`src/rtl/sdc_pkg.sv`:
```
// constants shared by the serial link diagnostic counter block
package sdc_pkg;
   // ****************************************
   // diagnostic word set layout
   // ****************************************
   localparam int          NUM_WORDS      = 20;
   localparam int          NUM_COUNTERS   = 6;
   localparam int          CAPTURE_WORDS  = 6;
   localparam logic [7:0]  W_ERROR        = 8'h01;
   localparam logic [7:0]  W_CNT_FIRST    = 8'h02;
   localparam logic [7:0]  W_CNT_LAST     = 8'h07;
   localparam logic [7:0]  W_RSVD_LAST    = 8'h0d;
   localparam logic [7:0]  W_VERSION      = 8'h0e;
   localparam logic [7:0]  W_CAP_FIRST    = 8'h0f;
   localparam logic [7:0]  W_LAST         = 8'h14;
   localparam logic [15:0] RSVD_VALUE     = 16'h0000;
   localparam logic [15:0] CNT_RESET      = 16'h0000;
   // counter slots inside a port's counter group
   localparam int          C_SUCCESS      = 0;
   localparam int          C_ERR_REQ      = 1;
   localparam int          C_ABORT        = 2;
   localparam int          C_RETRY        = 3;
   localparam int          C_NAK          = 4;
   localparam int          C_BREAK        = 5;
   localparam logic [1:0]  MAX_RETRIES    = 2'h2;
   // ****************************************
   // local commands and status codes
   // ****************************************
   localparam logic [15:0] CMD_CLEAR      = 16'h1b58;
   localparam logic [15:0] CMD_READ       = 16'h1b59;
   localparam logic [15:0] CMD_CHANGE_ID  = 16'h1b5a;
   localparam logic [15:0] ST_OK          = 16'h0001;
   localparam logic [15:0] ST_BAD_CMD     = 16'h020c;
   localparam logic [15:0] ST_BAD_RANGE   = 16'h040c;
   localparam logic [15:0] ST_BAD_ID      = 16'h050c;
   localparam logic [15:0] ST_NOT_SLAVE   = 16'h060c;
   // arbitrary neutral values
   localparam logic [15:0] FW_VERSION     = 16'h0100;
   localparam logic [63:0] DEFAULT_ID     = 64'h0000_0000_0000_3130;
   typedef enum logic [3:0] {
      SDC_IDLE   = 4'b0001,
      SDC_LOAD   = 4'b0010,
      SDC_STREAM = 4'b0100,
      SDC_FINISH = 4'b1000
   } sdc_state_e;
endpackage : sdc_pkg

```
`src/rtl/sdc_capture_mem.sv`:
```
// per-port store of the failed request capture, registered read
`timescale 1ns/10ps
`default_nettype none
module sdc_capture_mem #(
   parameter int DEPTH = 2,
   parameter int WIDTH = 96,
   parameter int AW    = 1
) (
   input  wire logic             core_clk_i,
   input  wire logic             arst_n_i,
   input  wire logic             we_i,
   input  wire logic [AW-1:0]    waddr_i,
   input  wire logic [WIDTH-1:0] wdata_i,
   input  wire logic [AW-1:0]    raddr_i,
   output logic      [WIDTH-1:0] rdata_o
);
   logic [WIDTH-1:0] mem [DEPTH];

   // ****************************************
   // storage
   // ****************************************
   always_ff @(posedge core_clk_i)
   begin
      if (we_i)
      begin
         mem[waddr_i] <= wdata_i;
      end
   end

   always_ff @(posedge core_clk_i or negedge arst_n_i)
   begin
      if (!arst_n_i)
      begin
         rdata_o <= '0;
      end
      else
      begin
         rdata_o <= mem[raddr_i];
      end
   end
endmodule : sdc_capture_mem
`default_nettype wire

```
`src/rtl/sdc_station_id.sv`:
```
// changeable station identifier of the slave
`timescale 1ns/10ps
`default_nettype none
module sdc_station_id (
   input  wire logic        core_clk_i,
   input  wire logic        arst_n_i,
   input  wire logic        load_i,
   input  wire logic [63:0] id_i,
   output logic      [63:0] station_identifier_o
);
   logic [63:0] next_id;

   // ****************************************
   // identifier register
   // ****************************************
   always_comb
   begin
      next_id = station_identifier_o;
      if (load_i)
      begin
         next_id = {8'h00, id_i[55:0]};
      end
   end

   always_ff @(posedge core_clk_i or negedge arst_n_i)
   begin
      if (!arst_n_i)
      begin
         station_identifier_o <= sdc_pkg::DEFAULT_ID;
      end
      else
      begin
         station_identifier_o <= next_id;
      end
   end
endmodule : sdc_station_id
`default_nettype wire

```
`src/rtl/sdc_diag_counters.sv`:
```
// per-port diagnostic word sets, session tracking and local commands
// Function
// - twenty-word set: error, six counters, six reserved, version, six captured words
// - word one keeps latest failure or protocol error code
// - master counts completed requests and keep-alive exchanges as successes
// - slave counts responses, keep-alives and local command completions as successes
// - error-request counter counts non-fatal failures and slave error responses
// - fatal error ends session and counts an abort
// - slave inactivity timeout ends session without counting an abort
// - at most two resends per message, then fatal abort; resends counted
// - fast-access variant counts attach repeats and re-sent requests as retries
// - every negative acknowledgement sent is counted
// - received break is counted and ends any session
// - word fourteen holds firmware version, high and low byte
// - failed request's first six data words overwrite the capture words
// - identifier defaults to built-in value; change command in slave mode only
// - reset restores the default identifier
// - identifier is eight bytes, seven characters and a null
// - identifier whose first character is null is rejected
// - each port keeps its own complete word set
// - clear command zeroes the selected port's words except the version word
// - read command returns count words from a first word
`timescale 1ns/10ps
`default_nettype none
module sdc_diag_counters #(
   parameter int PORTS = 2,
   parameter int PW    = 1
) (
   input  wire logic             core_clk_i,
   input  wire logic             arst_n_i,
   // link engine events, one pulse per event per port
   input  wire logic [PORTS-1:0] ev_success_i,
   input  wire logic [PORTS-1:0] ev_error_req_i,
   input  wire logic [PORTS-1:0] ev_fatal_i,
   input  wire logic [PORTS-1:0] ev_timeout_i,
   input  wire logic [PORTS-1:0] ev_retry_req_i,
   input  wire logic [PORTS-1:0] ev_ack_ok_i,
   input  wire logic [PORTS-1:0] ev_nak_i,
   input  wire logic [PORTS-1:0] ev_break_i,
   input  wire logic [PORTS-1:0] ev_session_start_i,
   // internal protocol error report
   input  wire logic             err_valid_i,
   input  wire logic [PW-1:0]    err_port_i,
   input  wire logic [15:0]      err_code_i,
   // host command request
   input  wire logic             cmd_valid_i,
   input  wire logic [15:0]      cmd_code_i,
   input  wire logic [PW-1:0]    cmd_port_i,
   input  wire logic             cmd_slave_mode_i,
   input  wire logic [7:0]       cmd_first_i,
   input  wire logic [7:0]       cmd_count_i,
   input  wire logic [63:0]      cmd_id_i,
   input  wire logic [95:0]      cmd_block_i,
   output logic                  cmd_ready_o,
   output logic                  cmd_done_o,
   output logic      [15:0]      cmd_status_o,
   output logic                  rd_valid_o,
   output logic      [7:0]       rd_index_o,
   output logic      [15:0]      rd_data_o,
   output logic      [PORTS-1:0] session_active_o,
   output logic      [PORTS-1:0] retry_denied_o,
   output logic      [63:0]      station_identifier_o
);
   // ****************************************
   // command state
   // ****************************************
   sdc_pkg::sdc_state_e state, next_state;
   logic [15:0]         code_q, next_code;
   logic [PW-1:0]       port_q, next_port;
   logic [7:0]          idx_q, next_idx;
   logic [7:0]          left_q, next_left;
   logic [63:0]         id_q, next_id;
   logic [95:0]         block_q, next_block;
   logic [15:0]         status_q, next_status;
   logic                next_ready;
   logic                next_done;
   logic [15:0]         next_cmd_status;
   logic                next_rd_valid;
   logic [7:0]          next_rd_index;
   logic [15:0]         next_rd_data;
   logic [8:0]          last_word;
   logic                fin_ok;
   logic                fin_fail;
   logic                fin_clear;
   logic                id_load;
   logic [95:0]         cap_rdata;
   localparam int NCW = 16 * sdc_pkg::NUM_COUNTERS;
   logic [PORTS-1:0][NCW-1:0] cnt_flat;
   logic [PORTS-1:0][15:0]    err_flat;
   logic [PORTS-1:0]          cap_flag;

   assign fin_ok    = (state == sdc_pkg::SDC_FINISH) && (status_q == sdc_pkg::ST_OK);
   assign fin_fail  = (state == sdc_pkg::SDC_FINISH) && (status_q != sdc_pkg::ST_OK);
   assign fin_clear = fin_ok && (code_q == sdc_pkg::CMD_CLEAR);
   assign id_load   = fin_ok && (code_q == sdc_pkg::CMD_CHANGE_ID);
   assign last_word = {1'b0, cmd_first_i} + {1'b0, cmd_count_i} - 9'h001;

   // ****************************************
   // command sequencer
   // ****************************************
   always_comb
   begin
      next_state  = state;
      next_code   = code_q;
      next_port   = port_q;
      next_idx    = idx_q;
      next_left   = left_q;
      next_id     = id_q;
      next_block  = block_q;
      next_status = status_q;
      next_done   = 1'b0;
      next_cmd_status = cmd_status_o;
      next_rd_valid   = 1'b0;
      next_rd_index   = rd_index_o;
      next_rd_data    = rd_data_o;
      case (state)
         sdc_pkg::SDC_IDLE:
         begin
            if (cmd_valid_i)
            begin
               next_code   = cmd_code_i;
               next_port   = cmd_port_i;
               next_idx    = cmd_first_i;
               next_left   = cmd_count_i;
               next_id     = cmd_id_i;
               next_block  = cmd_block_i;
               next_status = sdc_pkg::ST_OK;
               next_state  = sdc_pkg::SDC_FINISH;
               case (cmd_code_i)
                  sdc_pkg::CMD_CLEAR: next_status = sdc_pkg::ST_OK;
                  // range must sit inside the set
                  sdc_pkg::CMD_READ:
                  begin
                     if (cmd_first_i == 8'h00 || cmd_count_i == 8'h00 ||
                         last_word > {1'b0, sdc_pkg::W_LAST})
                     begin
                        next_status = sdc_pkg::ST_BAD_RANGE;
                     end
                     else
                     begin
                        next_state = sdc_pkg::SDC_LOAD;
                     end
                  end
                  sdc_pkg::CMD_CHANGE_ID:
                  begin
                     if (!cmd_slave_mode_i)
                     begin
                        next_status = sdc_pkg::ST_NOT_SLAVE;
                     end
                     else if (cmd_id_i[7:0] == 8'h00)
                     begin
                        next_status = sdc_pkg::ST_BAD_ID;
                     end
                  end
                  default: next_status = sdc_pkg::ST_BAD_CMD;
               endcase
            end
         end
         // capture memory read takes one cycle
         sdc_pkg::SDC_LOAD: next_state = sdc_pkg::SDC_STREAM;
         sdc_pkg::SDC_STREAM:
         begin
            next_rd_valid = 1'b1;
            next_rd_index = idx_q;
            next_rd_data  = word_of(idx_q);
            next_idx      = idx_q + 8'h01;
            next_left     = left_q - 8'h01;
            if (left_q == 8'h01)
            begin
               next_state = sdc_pkg::SDC_FINISH;
            end
         end
         sdc_pkg::SDC_FINISH:
         begin
            next_done       = 1'b1;
            next_cmd_status = status_q;
            next_state      = sdc_pkg::SDC_IDLE;
         end
         default: next_state = sdc_pkg::SDC_IDLE;
      endcase
      next_ready = (next_state == sdc_pkg::SDC_IDLE);
   end

   // word layout of the selected port
   function automatic logic [15:0] word_of(input logic [7:0] w);
      logic [NCW-1:0] c;
      logic [7:0]     k;
      c = cnt_flat[port_q];
      k = 8'h00;
      word_of = sdc_pkg::RSVD_VALUE;
      if (w == sdc_pkg::W_ERROR)
      begin
         word_of = err_flat[port_q];
      end
      else if (w >= sdc_pkg::W_CNT_FIRST && w <= sdc_pkg::W_CNT_LAST)
      begin
         k = w - sdc_pkg::W_CNT_FIRST;
         word_of = c[k*16 +: 16];
      end
      else if (w == sdc_pkg::W_VERSION)
      begin
         word_of = sdc_pkg::FW_VERSION;
      end
      else if (w >= sdc_pkg::W_CAP_FIRST && cap_flag[port_q])
      begin
         k = w - sdc_pkg::W_CAP_FIRST;
         word_of = cap_rdata[k*16 +: 16];
      end
   endfunction : word_of

   always_ff @(posedge core_clk_i or negedge arst_n_i)
   begin
      if (!arst_n_i)
      begin
         state        <= sdc_pkg::SDC_IDLE;
         code_q       <= 16'h0000;
         port_q       <= '0;
         idx_q        <= 8'h00;
         left_q       <= 8'h00;
         id_q         <= 64'h0;
         block_q      <= 96'h0;
         status_q     <= 16'h0000;
         cmd_ready_o  <= 1'b1;
         cmd_done_o   <= 1'b0;
         cmd_status_o <= 16'h0000;
         rd_valid_o   <= 1'b0;
         rd_index_o   <= 8'h00;
         rd_data_o    <= 16'h0000;
      end
      else
      begin
         state        <= next_state;
         code_q       <= next_code;
         port_q       <= next_port;
         idx_q        <= next_idx;
         left_q       <= next_left;
         id_q         <= next_id;
         block_q      <= next_block;
         status_q     <= next_status;
         cmd_ready_o  <= next_ready;
         cmd_done_o   <= next_done;
         cmd_status_o <= next_cmd_status;
         rd_valid_o   <= next_rd_valid;
         rd_index_o   <= next_rd_index;
         rd_data_o    <= next_rd_data;
      end
   end

   // ****************************************
   // per-port counters and session state
   // ****************************************
   // one full set per port
   for (genvar p = 0; p < PORTS; p++)
   begin : g_port
      logic [NCW-1:0] c_q, next_c;
      logic [15:0]    e_q, next_e;
      logic           cap_q, next_cap;
      logic           sess_q, next_sess;
      logic           deny_q, next_deny;
      logic [1:0]     rc_q, next_rc;
      logic           mine;
      assign mine = (port_q == PW'(p));
      always_comb
      begin
         next_c    = c_q;
         next_e    = e_q;
         next_cap  = cap_q;
         next_sess = sess_q;
         next_deny = 1'b0;
         next_rc   = rc_q;
         if (ev_session_start_i[p])
         begin
            next_sess = 1'b1;
         end
         // link successes plus local completions, wrapping
         next_c[sdc_pkg::C_SUCCESS*16 +: 16] = c_q[sdc_pkg::C_SUCCESS*16 +: 16]
            + {15'h0, ev_success_i[p]} + {15'h0, fin_ok & mine};
         next_c[sdc_pkg::C_ERR_REQ*16 +: 16] = c_q[sdc_pkg::C_ERR_REQ*16 +: 16]
            + {15'h0, ev_error_req_i[p]} + {15'h0, fin_fail & mine};
         next_c[sdc_pkg::C_NAK*16 +: 16] = c_q[sdc_pkg::C_NAK*16 +: 16]
            + {15'h0, ev_nak_i[p]};
         // resend allowed twice, third request is fatal
         if (ev_retry_req_i[p] && rc_q < sdc_pkg::MAX_RETRIES)
         begin
            next_c[sdc_pkg::C_RETRY*16 +: 16] = c_q[sdc_pkg::C_RETRY*16 +: 16] + 16'h0001;
            next_rc = rc_q + 2'h1;
         end
         if (ev_ack_ok_i[p])
         begin
            next_rc = 2'h0;
         end
         next_deny = ev_retry_req_i[p] && (rc_q >= sdc_pkg::MAX_RETRIES);
         // fatal errors and exhausted resends abort
         next_c[sdc_pkg::C_ABORT*16 +: 16] = c_q[sdc_pkg::C_ABORT*16 +: 16]
            + {15'h0, ev_fatal_i[p]} + {15'h0, next_deny};
         if (ev_fatal_i[p] || next_deny)
         begin
            next_sess = 1'b0;
            next_rc   = 2'h0;
         end
         // timeout ends session, no abort counted
         if (ev_timeout_i[p])
         begin
            next_sess = 1'b0;
         end
         next_c[sdc_pkg::C_BREAK*16 +: 16] = c_q[sdc_pkg::C_BREAK*16 +: 16]
            + {15'h0, ev_break_i[p]};
         if (ev_break_i[p])
         begin
            next_sess = 1'b0;
            next_rc   = 2'h0;
         end
         // latest code, command failure wins a tie
         if (err_valid_i && err_port_i == PW'(p))
         begin
            next_e = err_code_i;
         end
         if (fin_fail && mine)
         begin
            next_e   = status_q;
            next_cap = 1'b1;
         end
         // clear drops events of the same cycle
         if (fin_clear && mine)
         begin
            next_c   = '0;
            next_e   = 16'h0000;
            next_cap = 1'b0;
         end
      end
      always_ff @(posedge core_clk_i or negedge arst_n_i)
      begin
         if (!arst_n_i)
         begin
            c_q    <= {sdc_pkg::NUM_COUNTERS{sdc_pkg::CNT_RESET}};
            e_q    <= 16'h0000;
            cap_q  <= 1'b0;
            sess_q <= 1'b0;
            deny_q <= 1'b0;
            rc_q   <= 2'h0;
         end
         else
         begin
            c_q    <= next_c;
            e_q    <= next_e;
            cap_q  <= next_cap;
            sess_q <= next_sess;
            deny_q <= next_deny;
            rc_q   <= next_rc;
         end
      end
      assign cnt_flat[p]         = c_q;
      assign err_flat[p]         = e_q;
      assign cap_flag[p]         = cap_q;
      assign session_active_o[p] = sess_q;
      assign retry_denied_o[p]   = deny_q;
   end

   // ****************************************
   // capture store and identifier
   // ****************************************
   // failed request block overwrites capture
   sdc_capture_mem #(
      .DEPTH (PORTS),
      .WIDTH (16 * sdc_pkg::CAPTURE_WORDS),
      .AW    (PW)
   ) u_cap (
      .core_clk_i (core_clk_i),
      .arst_n_i   (arst_n_i),
      .we_i       (fin_fail),
      .waddr_i    (port_q),
      .wdata_i    (block_q),
      .raddr_i    (port_q),
      .rdata_o    (cap_rdata)
   );

   sdc_station_id u_id (
      .core_clk_i           (core_clk_i),
      .arst_n_i             (arst_n_i),
      .load_i               (id_load),
      .id_i                 (id_q),
      .station_identifier_o (station_identifier_o)
   );
endmodule : sdc_diag_counters
`default_nettype wire

```
`config.mk`:
```
export PLATFORM = sky130hd
export DESIGN_NAME = sdc_diag_counters
export DESIGN_NICKNAME = d
export VERILOG_FILES = /design/src/rtl/sdc_pkg.sv /design/src/rtl/sdc_capture_mem.sv /design/src/rtl/sdc_station_id.sv /design/src/rtl/sdc_diag_counters.sv
export SDC_FILE = /design/constraint.sdc
export NUM_CORES = 1
export LEC_CHECK = 0
export ABC_AREA = 1
export BUFFER_PORTS_ARGS = -buffer_cell sky130_fd_sc_hd__buf_2
export CORE_ASPECT_RATIO = 0.8
export CORE_MARGIN = 3
export CORE_UTILIZATION = 49
export DETAILED_ROUTE_END_ITERATION = 10
export PLACE_DENSITY_LB_ADDON = 0.08
export SYNTH_ARGS = -nofsm -noshare
export SYNTH_HDL_FRONTEND = slang
export SYNTH_SLANG_ARGS = --single-unit
```
`constraint.sdc`:
```
create_clock -name core_clk_i -period 6.12 [get_ports core_clk_i]
set_input_delay 0.612 -clock core_clk_i [delete_from_list [all_inputs] [get_ports core_clk_i]]
set_output_delay 0.612 -clock core_clk_i [all_outputs]
set_load 0.01 [all_outputs]
```
## After elaboration in Yosys (flattened, before gate mapping)

Memories as Yosys holds them, arrays and structs flattened. A register that Yosys moved wholly into a read port is not among the register bits.
Index checks and enable logic that the tools add are counted.

| cells by class | value |
|---|---|
| add/subtract/negate cells | 26 |
| magnitude comparators | 9 |
| equality and inequality tests | 16 |
| shift operators | 2 |
| mux-type cells | 57 |
| bitwise logic cells | 6 |
| reductions and logical operators | 37 |

Operators by type and width:

| cell | number |
|---|---|
| $mux 96 | 4 |
| $add 16x1->16 | 16 |
| $mux 16 | 14 |
| $shiftx 96x13->16 | 2 |
| $eq 16x13->1 const B | 5 |
| $mux 11 | 3 |
| $pmux 11 s3 | 1 |
| $add 16x1->16 const B | 2 |
| $pmux 8 s2 | 2 |
| $logic_not 8->1 | 3 |
| $mux 1 | 18 |
| $eq 16x1->1 const B | 1 |
| $eq 8x1->1 const B | 2 |
| $logic_and 1x1->1 | 16 |
| $mux 2 | 8 |
| $mux 4 | 4 |
| $mux 8 | 2 |
| $ne 16x1->1 const B | 1 |
| $reduce_bool 4->1 | 4 |
| $pmux 4 s3 | 1 |
| $reduce_bool 2->1 | 5 |
| $add 8x8->9 | 1 |
| $gt 9x5->1 const B | 1 |
| $sub 9x1->9 const B | 1 |
| 23 further kinds | 36 |

| word-level totals | value |
|---|---|
| register bits after elaboration | 538 |
| bits in writable memories | 192 |
| output and inout bits | 111 |
| logic and storage cells | 183 |
| memories kept | 1 |

Memories:

| memory | words | bits a word | read ports | clocked after memory_dff | write ports | RTL line | source |
|---|---|---|---|---|---|---|---|
| u_cap.mem | 2 | 96 | 1 | 1 | 1 | sdc_capture_mem.sv:17 | `logic [WIDTH-1:0] mem [DEPTH];` |

## Longest topological paths before layout

| logic depth | value |
|---|---|
| depth after elaboration | 9 |
| depth in mapped cells | 19 |

## By module

Synthesis repeated with hierarchy kept, for this count alone.

| unflattened totals | value |
|---|---|
| cell total of the unflattened synthesis | 4308 |
| area, all modules | 36806.6 sq um |

Modules (own cells, without submodules):

| module | times used | cells an instance | area each (sq um) | sequential area each (sq um) |
|---|---|---|---|---|
| sdc_diag_counters | 1 | 3460 | 25175.4 | 11713.7 |
| sdc_capture_mem | 1 | 602 | 9410.3 | 8167.8 |
| sdc_station_id | 1 | 246 | 2220.9 | 1407.6 |

## Worst setup path before layout

No wires, ideal clock.

| timing path | value |
|---|---|
| path type | reg2reg |
| from | register port_q (netlist: g_port[1].mine) |
| to | register g_port[0].c_q[29] |
| arrival time | 4.478 ns |
| data required time | 5.999 ns |
| setup slack | 1.521 ns |
| stages on the path, launching flop included | 17 |
| path through | dfrtp_1 > buf_2 > inv_1 > buf_2 > buf_2 > nand3_1 > inv_1 > fa_1 > nand3_1 > nor2_1 > nand2_1 > nor2_1 > nand2_1 > nor3_1 > nand4_1 > o21ai_0 > nor2_1 |

| on the way | value |
|---|---|
| word-level cells in the longest chain between the ends | 4 |
| elaborated cells between the ends (all ways) | 5 |
| classes of those cells | add/sub: 1; mux: 1; bitwise: 2; reduce/logical: 1 |

RTL lines:

| item | RTL line | source |
|---|---|---|
| start: declaration | sdc_diag_counters.sv:69 | `logic [PW-1:0] port_q, next_port;` |
| start signal: assignment | sdc_diag_counters.sv:234 | `port_q <= next_port;` |
| $not 1->1 * | sdc_diag_counters.sv:262 | `assign mine = (port_q == PW'(p));` |
| $and 1x1->1 | sdc_diag_counters.sv:279 | `+ {15'h0, ev_error_req_i[p]} + {15'h0, fin_fail & mine};` |
| $add 16x1->16 | sdc_diag_counters.sv:279 |  |
| $mux 96 * | sdc_diag_counters.sv:324 | `if (fin_clear && mine)` |
| net g_port[0].next_c[29] | sdc_diag_counters.sv:255 | `logic [NCW-1:0] c_q, next_c;` |
| end signal: assignment | sdc_diag_counters.sv:335 | `c_q <= {sdc_pkg::NUM_COUNTERS{sdc_pkg::CNT_RESET}};` |
| end signal: assignment | sdc_diag_counters.sv:344 | `c_q <= next_c;` |
| end: declaration | sdc_diag_counters.sv:255 |  |

Mark *: on every way through the listed nets, which the timed path passes. The rest lies on a longest branch.
A chain may end at the register's enable or synchronous reset.

## Final worst setup path

Same ends and word-level chain as after synthesis.

==> flow_summary.json <==
{
  "syn-cell-area_um2": 36600,
  "yosys-top-cells-count": "nand2_1, dfrtp_1, nand3_1",
  "cts_tree": "built",
  "place_worst_setup_slack_ns": 1.92,
  "seq_power_share": 0.472,
  "slew_headroom": 0.214,
  "synth.top_cell.area_share": 0.414,
  "dp_hpwl_um": 66900,
  "hold_viol_final": 0,
  "power.share.clock": 0.338,
  "die_h_um": 250,
  "switching_share": 0.316,
  "drtAntennaViolNets": 0,
  "setup_tns_ns": 0,
  "ys_seq_area_frac": 0.576,
  "grt_usage": 0.250,
  "max_freq_mhz": 239,
  "ys.flop_type": "dfrtp_1",
  "required_ns": 6.65,
  "num_rows": 88,
  "synth_area_per_cell_um2": 8.60,
  "routabilityCongestion": 0.972,
  "portBuffers": 317,
  "critPathLaunchType": "flop",
  "antenna_found_initial": 3,
  "placed_cell_area_um2": 38800,
  "outcome": "completed",
  "io_pins": 344,
  "num_vias": 28625,
  "routed_wl_um": 98000,
  "setup_slack_ns": 1.93,
  "ys.warnings.count": 0,
  "p_int_mw": 10.0,
  "num-nets-final": 4765,
  "drive_above_1_share": 0.117,
  "crit_type": "flop to flop",
  "vias_per_cell": 5.17,
  "async_reset_ff_frac": 0.761,
  "p_leak_nw": 21.0,
  "p_total_mw": 14.7,
  "post_cts_buffers": 0,
  "grt-ovfl-total": 0,
  "syn_to_final_growth_pct": 13.3,
  "clk_latency_ns": 0.65,
  "synth.area.top_cells": "dfrtp_1, nand2_1, edfxtp_1",
  "clockRootBuffer": "clkbuf_16",
  "grt_pass1_vias": 27084,
  "worst_pin_slew_ns": 1.18,
  "drv_slew": 0,
  "cts_max_path_buffers": 3,
  "drc": 0,
  "hold_slack_ns": 0.0124,
  "critical_path_peak_fanout": 57,
  "yosysMostFrequentCell": "nand2_1",
  "cts_hold_buf": 0,
  "htreeDepth": 3,
  "arrival_ns": 4.72,
  "dr.pass1.iters": 7,
  "synth_edf_count": 192,
  "clock_skew_ns": 0.0238,
  "wl_per_cell_um": 17.7,
  "layout_min_cycle_time_ns": 4.19,
  "ctsResizeCount": 0,
  "drt_iter0_drc": 2878,
  "p_sw_mw": 4.64,
  "final_cell_area_um2": 41500,
  "n_fill_cell": 6731,
  "start_util": 0.501,
  "clkSlewWorstSetupHoldPaths_ns": 0.06,
  "dieArea_um2": 78000,
  "synthCells": 4254,
  "yosysUniqueCellTypes": 49,
  "min_period_over_period": 0.685,
  "dieWidth_um": 312,
  "grt_max_degree": 125,
  "hold_class": "primary input to async pin",
  "coreArea_um2": 73000,
  "yosys.area.top_type": "dfrtp_1",
  "peakVddDrop_v": 0.000185,
  "cts_buffers": 80,
  "numClockSinks": 804,
  "worstSetupEndpointType": "flop",
  "ys_seq_elements": 804,
  "grt_pass1_wl_um": 154000,
  "cap_viol_max_count": 0,
  "cellPowerDensity_nw_per_um2": 354,
  "setup_viol": 0,
  "combinationalPowerShare": 0.191,
  "rsz0062_at_grt": "no"
}
==> layer usage <==
layer | vias to the layer above | share of wire | GRT usage
met5 | - | 0 | 0
li1 | 14089 | - | -
met1 | 13574 | 0.46 | 0.364
met3 | 150 | 0.065 | 0.0481
met2 | 812 | 0.45 | 0.382
met4 | 0 | 0.026 | 0.0721
==> layout by cell type, fill, tap and decap left out, types with 4 or more instances in the layout <==
cell type	n
or2_2	23
nand3_2	6
nand2_1	1585
nor4_1	15
buf_4	26
clkbuf_8	9
o2111ai_1	13
nand3b_1	28
nand4_1	69
buf_2	316
clkbuf_16	81
clkbuf_1	20
nor3b_1	4
xnor2_1	5
fa_1	7
dfstp_2	7
nor3_2	4
clkinv_2	13
bufinv_16	6
nor2_1	243
conb_1	18
ha_1	40
nor3_1	47
nand3_1	421
edfxtp_1	192
a21oi_1	88
xor2_1	41
dfrtp_1	603
o221ai_1	7
o21ai_0	136
buf_12	4
o211ai_1	25
o21bai_1	8
clkinv_1	7
a31oi_1	6
inv_2	9
inv_1	376
==> state kept, by name, summed over array words and instances (netlist names) <==
name / flops
g_port.e_q: 32
status_q: 5
rd_valid_o: 1
g_port.cap_q: 2
g_port.deny_q: 2
u_id.station_identifier_o: 56
rd_data_o: 16
block_q: 96
g_port.rc_q: 4
cmd_ready_o: 1
g_port.sess_q: 2
code_q: 16
state: 4
cmd_done_o: 1
g_port.c_q: 192
id_q: 56
left_q: 8
rd_index_o: 8
idx_q: 8
cmd_status_o: 5
u_cap.mem: 192
g_port.mine: 1
u_cap.rdata_o: 96
==> metrics by stage <==
step / util / cells
2_1_floorplan: - / 4271
3_5_place_dp: 0.532 / 5393
6_report: 0.568 / 5540
4_1_cts: 0.568 / 5537
5_1_grt: 0.568 / 5540
3_3_place_gp: 0.532 / 5393
==> worst max-delay path, cell delays in order (launching register included) <==
cell,delay [ns]
dfrtp_4,0.71
inv_6,0.45
nand3_1,0.50
inv_4,0.65
fa_1,0.32
nand3_1,0.10
nor2_1,0.15
nand2_1,0.12
nor2_1,0.15
nand2_1,0.12
nor3_1,0.44
nand4_1,0.14
o21ai_0,0.11
nor2_1,0.06
==> path summary, 6_finish.rpt <==
path / cells past startpoint / end / start / slack [ns]
max reg2reg: 13 / g_port[0].c_q[29] / g_port[1].mine / 1.93
min reg2reg: 2 / u_cap.rdata_o[50] / u_cap.mem[0][50] / 0.43
min in group core_clk_i: 2 / g_port[0].sess_q / ev_timeout_i[0] / 0.11
min: 1 / g_port[1].c_q[32] / arst_n_i / 0.01
max in group asynchronous: 2 / g_port[0].c_q[52] / arst_n_i / 4.79
max: 13 / g_port[0].c_q[29] / g_port[1].mine / 1.93
==> layout make-up <==
cell class | instances | area [um2] | share of cell area
sequential | 804 | 21100 | 0.509
timing repair buffer | 347 | 1870 | 0.0452
multi-input combinational | 2863 | 13100 | 0.317
inverter | 389 | 1480 | 0.0356
antenna | 3 | 7.51 | 0.000181
clock buffer | 110 | 2230 | 0.0537
clock inverter | 34 | 418 | 0.0101
tap | 990 | 1240 | 0.0299
==> power groups by stage <==
stage,Combinational (mW),Clock [mW],Sequential (mW)
floorplan,1.97,0,6.77
global placement,2.73,0,7.00
detailed placement,2.78,0,7.01
CTS,2.79,5.05,6.92
global route,3.19,5.27,7.03
finish,2.80,4.95,6.92
==> cell families (layout without fill, tap and decap cells) <==
family	Yosys count	in the layout	share of synthesized area
xor+xnor	46	46	0.0110
buf+inv	604	880	0.0680
compound gates	298	298	0.0464
other cells	1	21	0.000102
fa+ha+maj	47	47	0.0175
flops	804	804	0.576
simple gates	2454	2454	0.281
No activity file was read; power rests on OpenSTA's default activity.
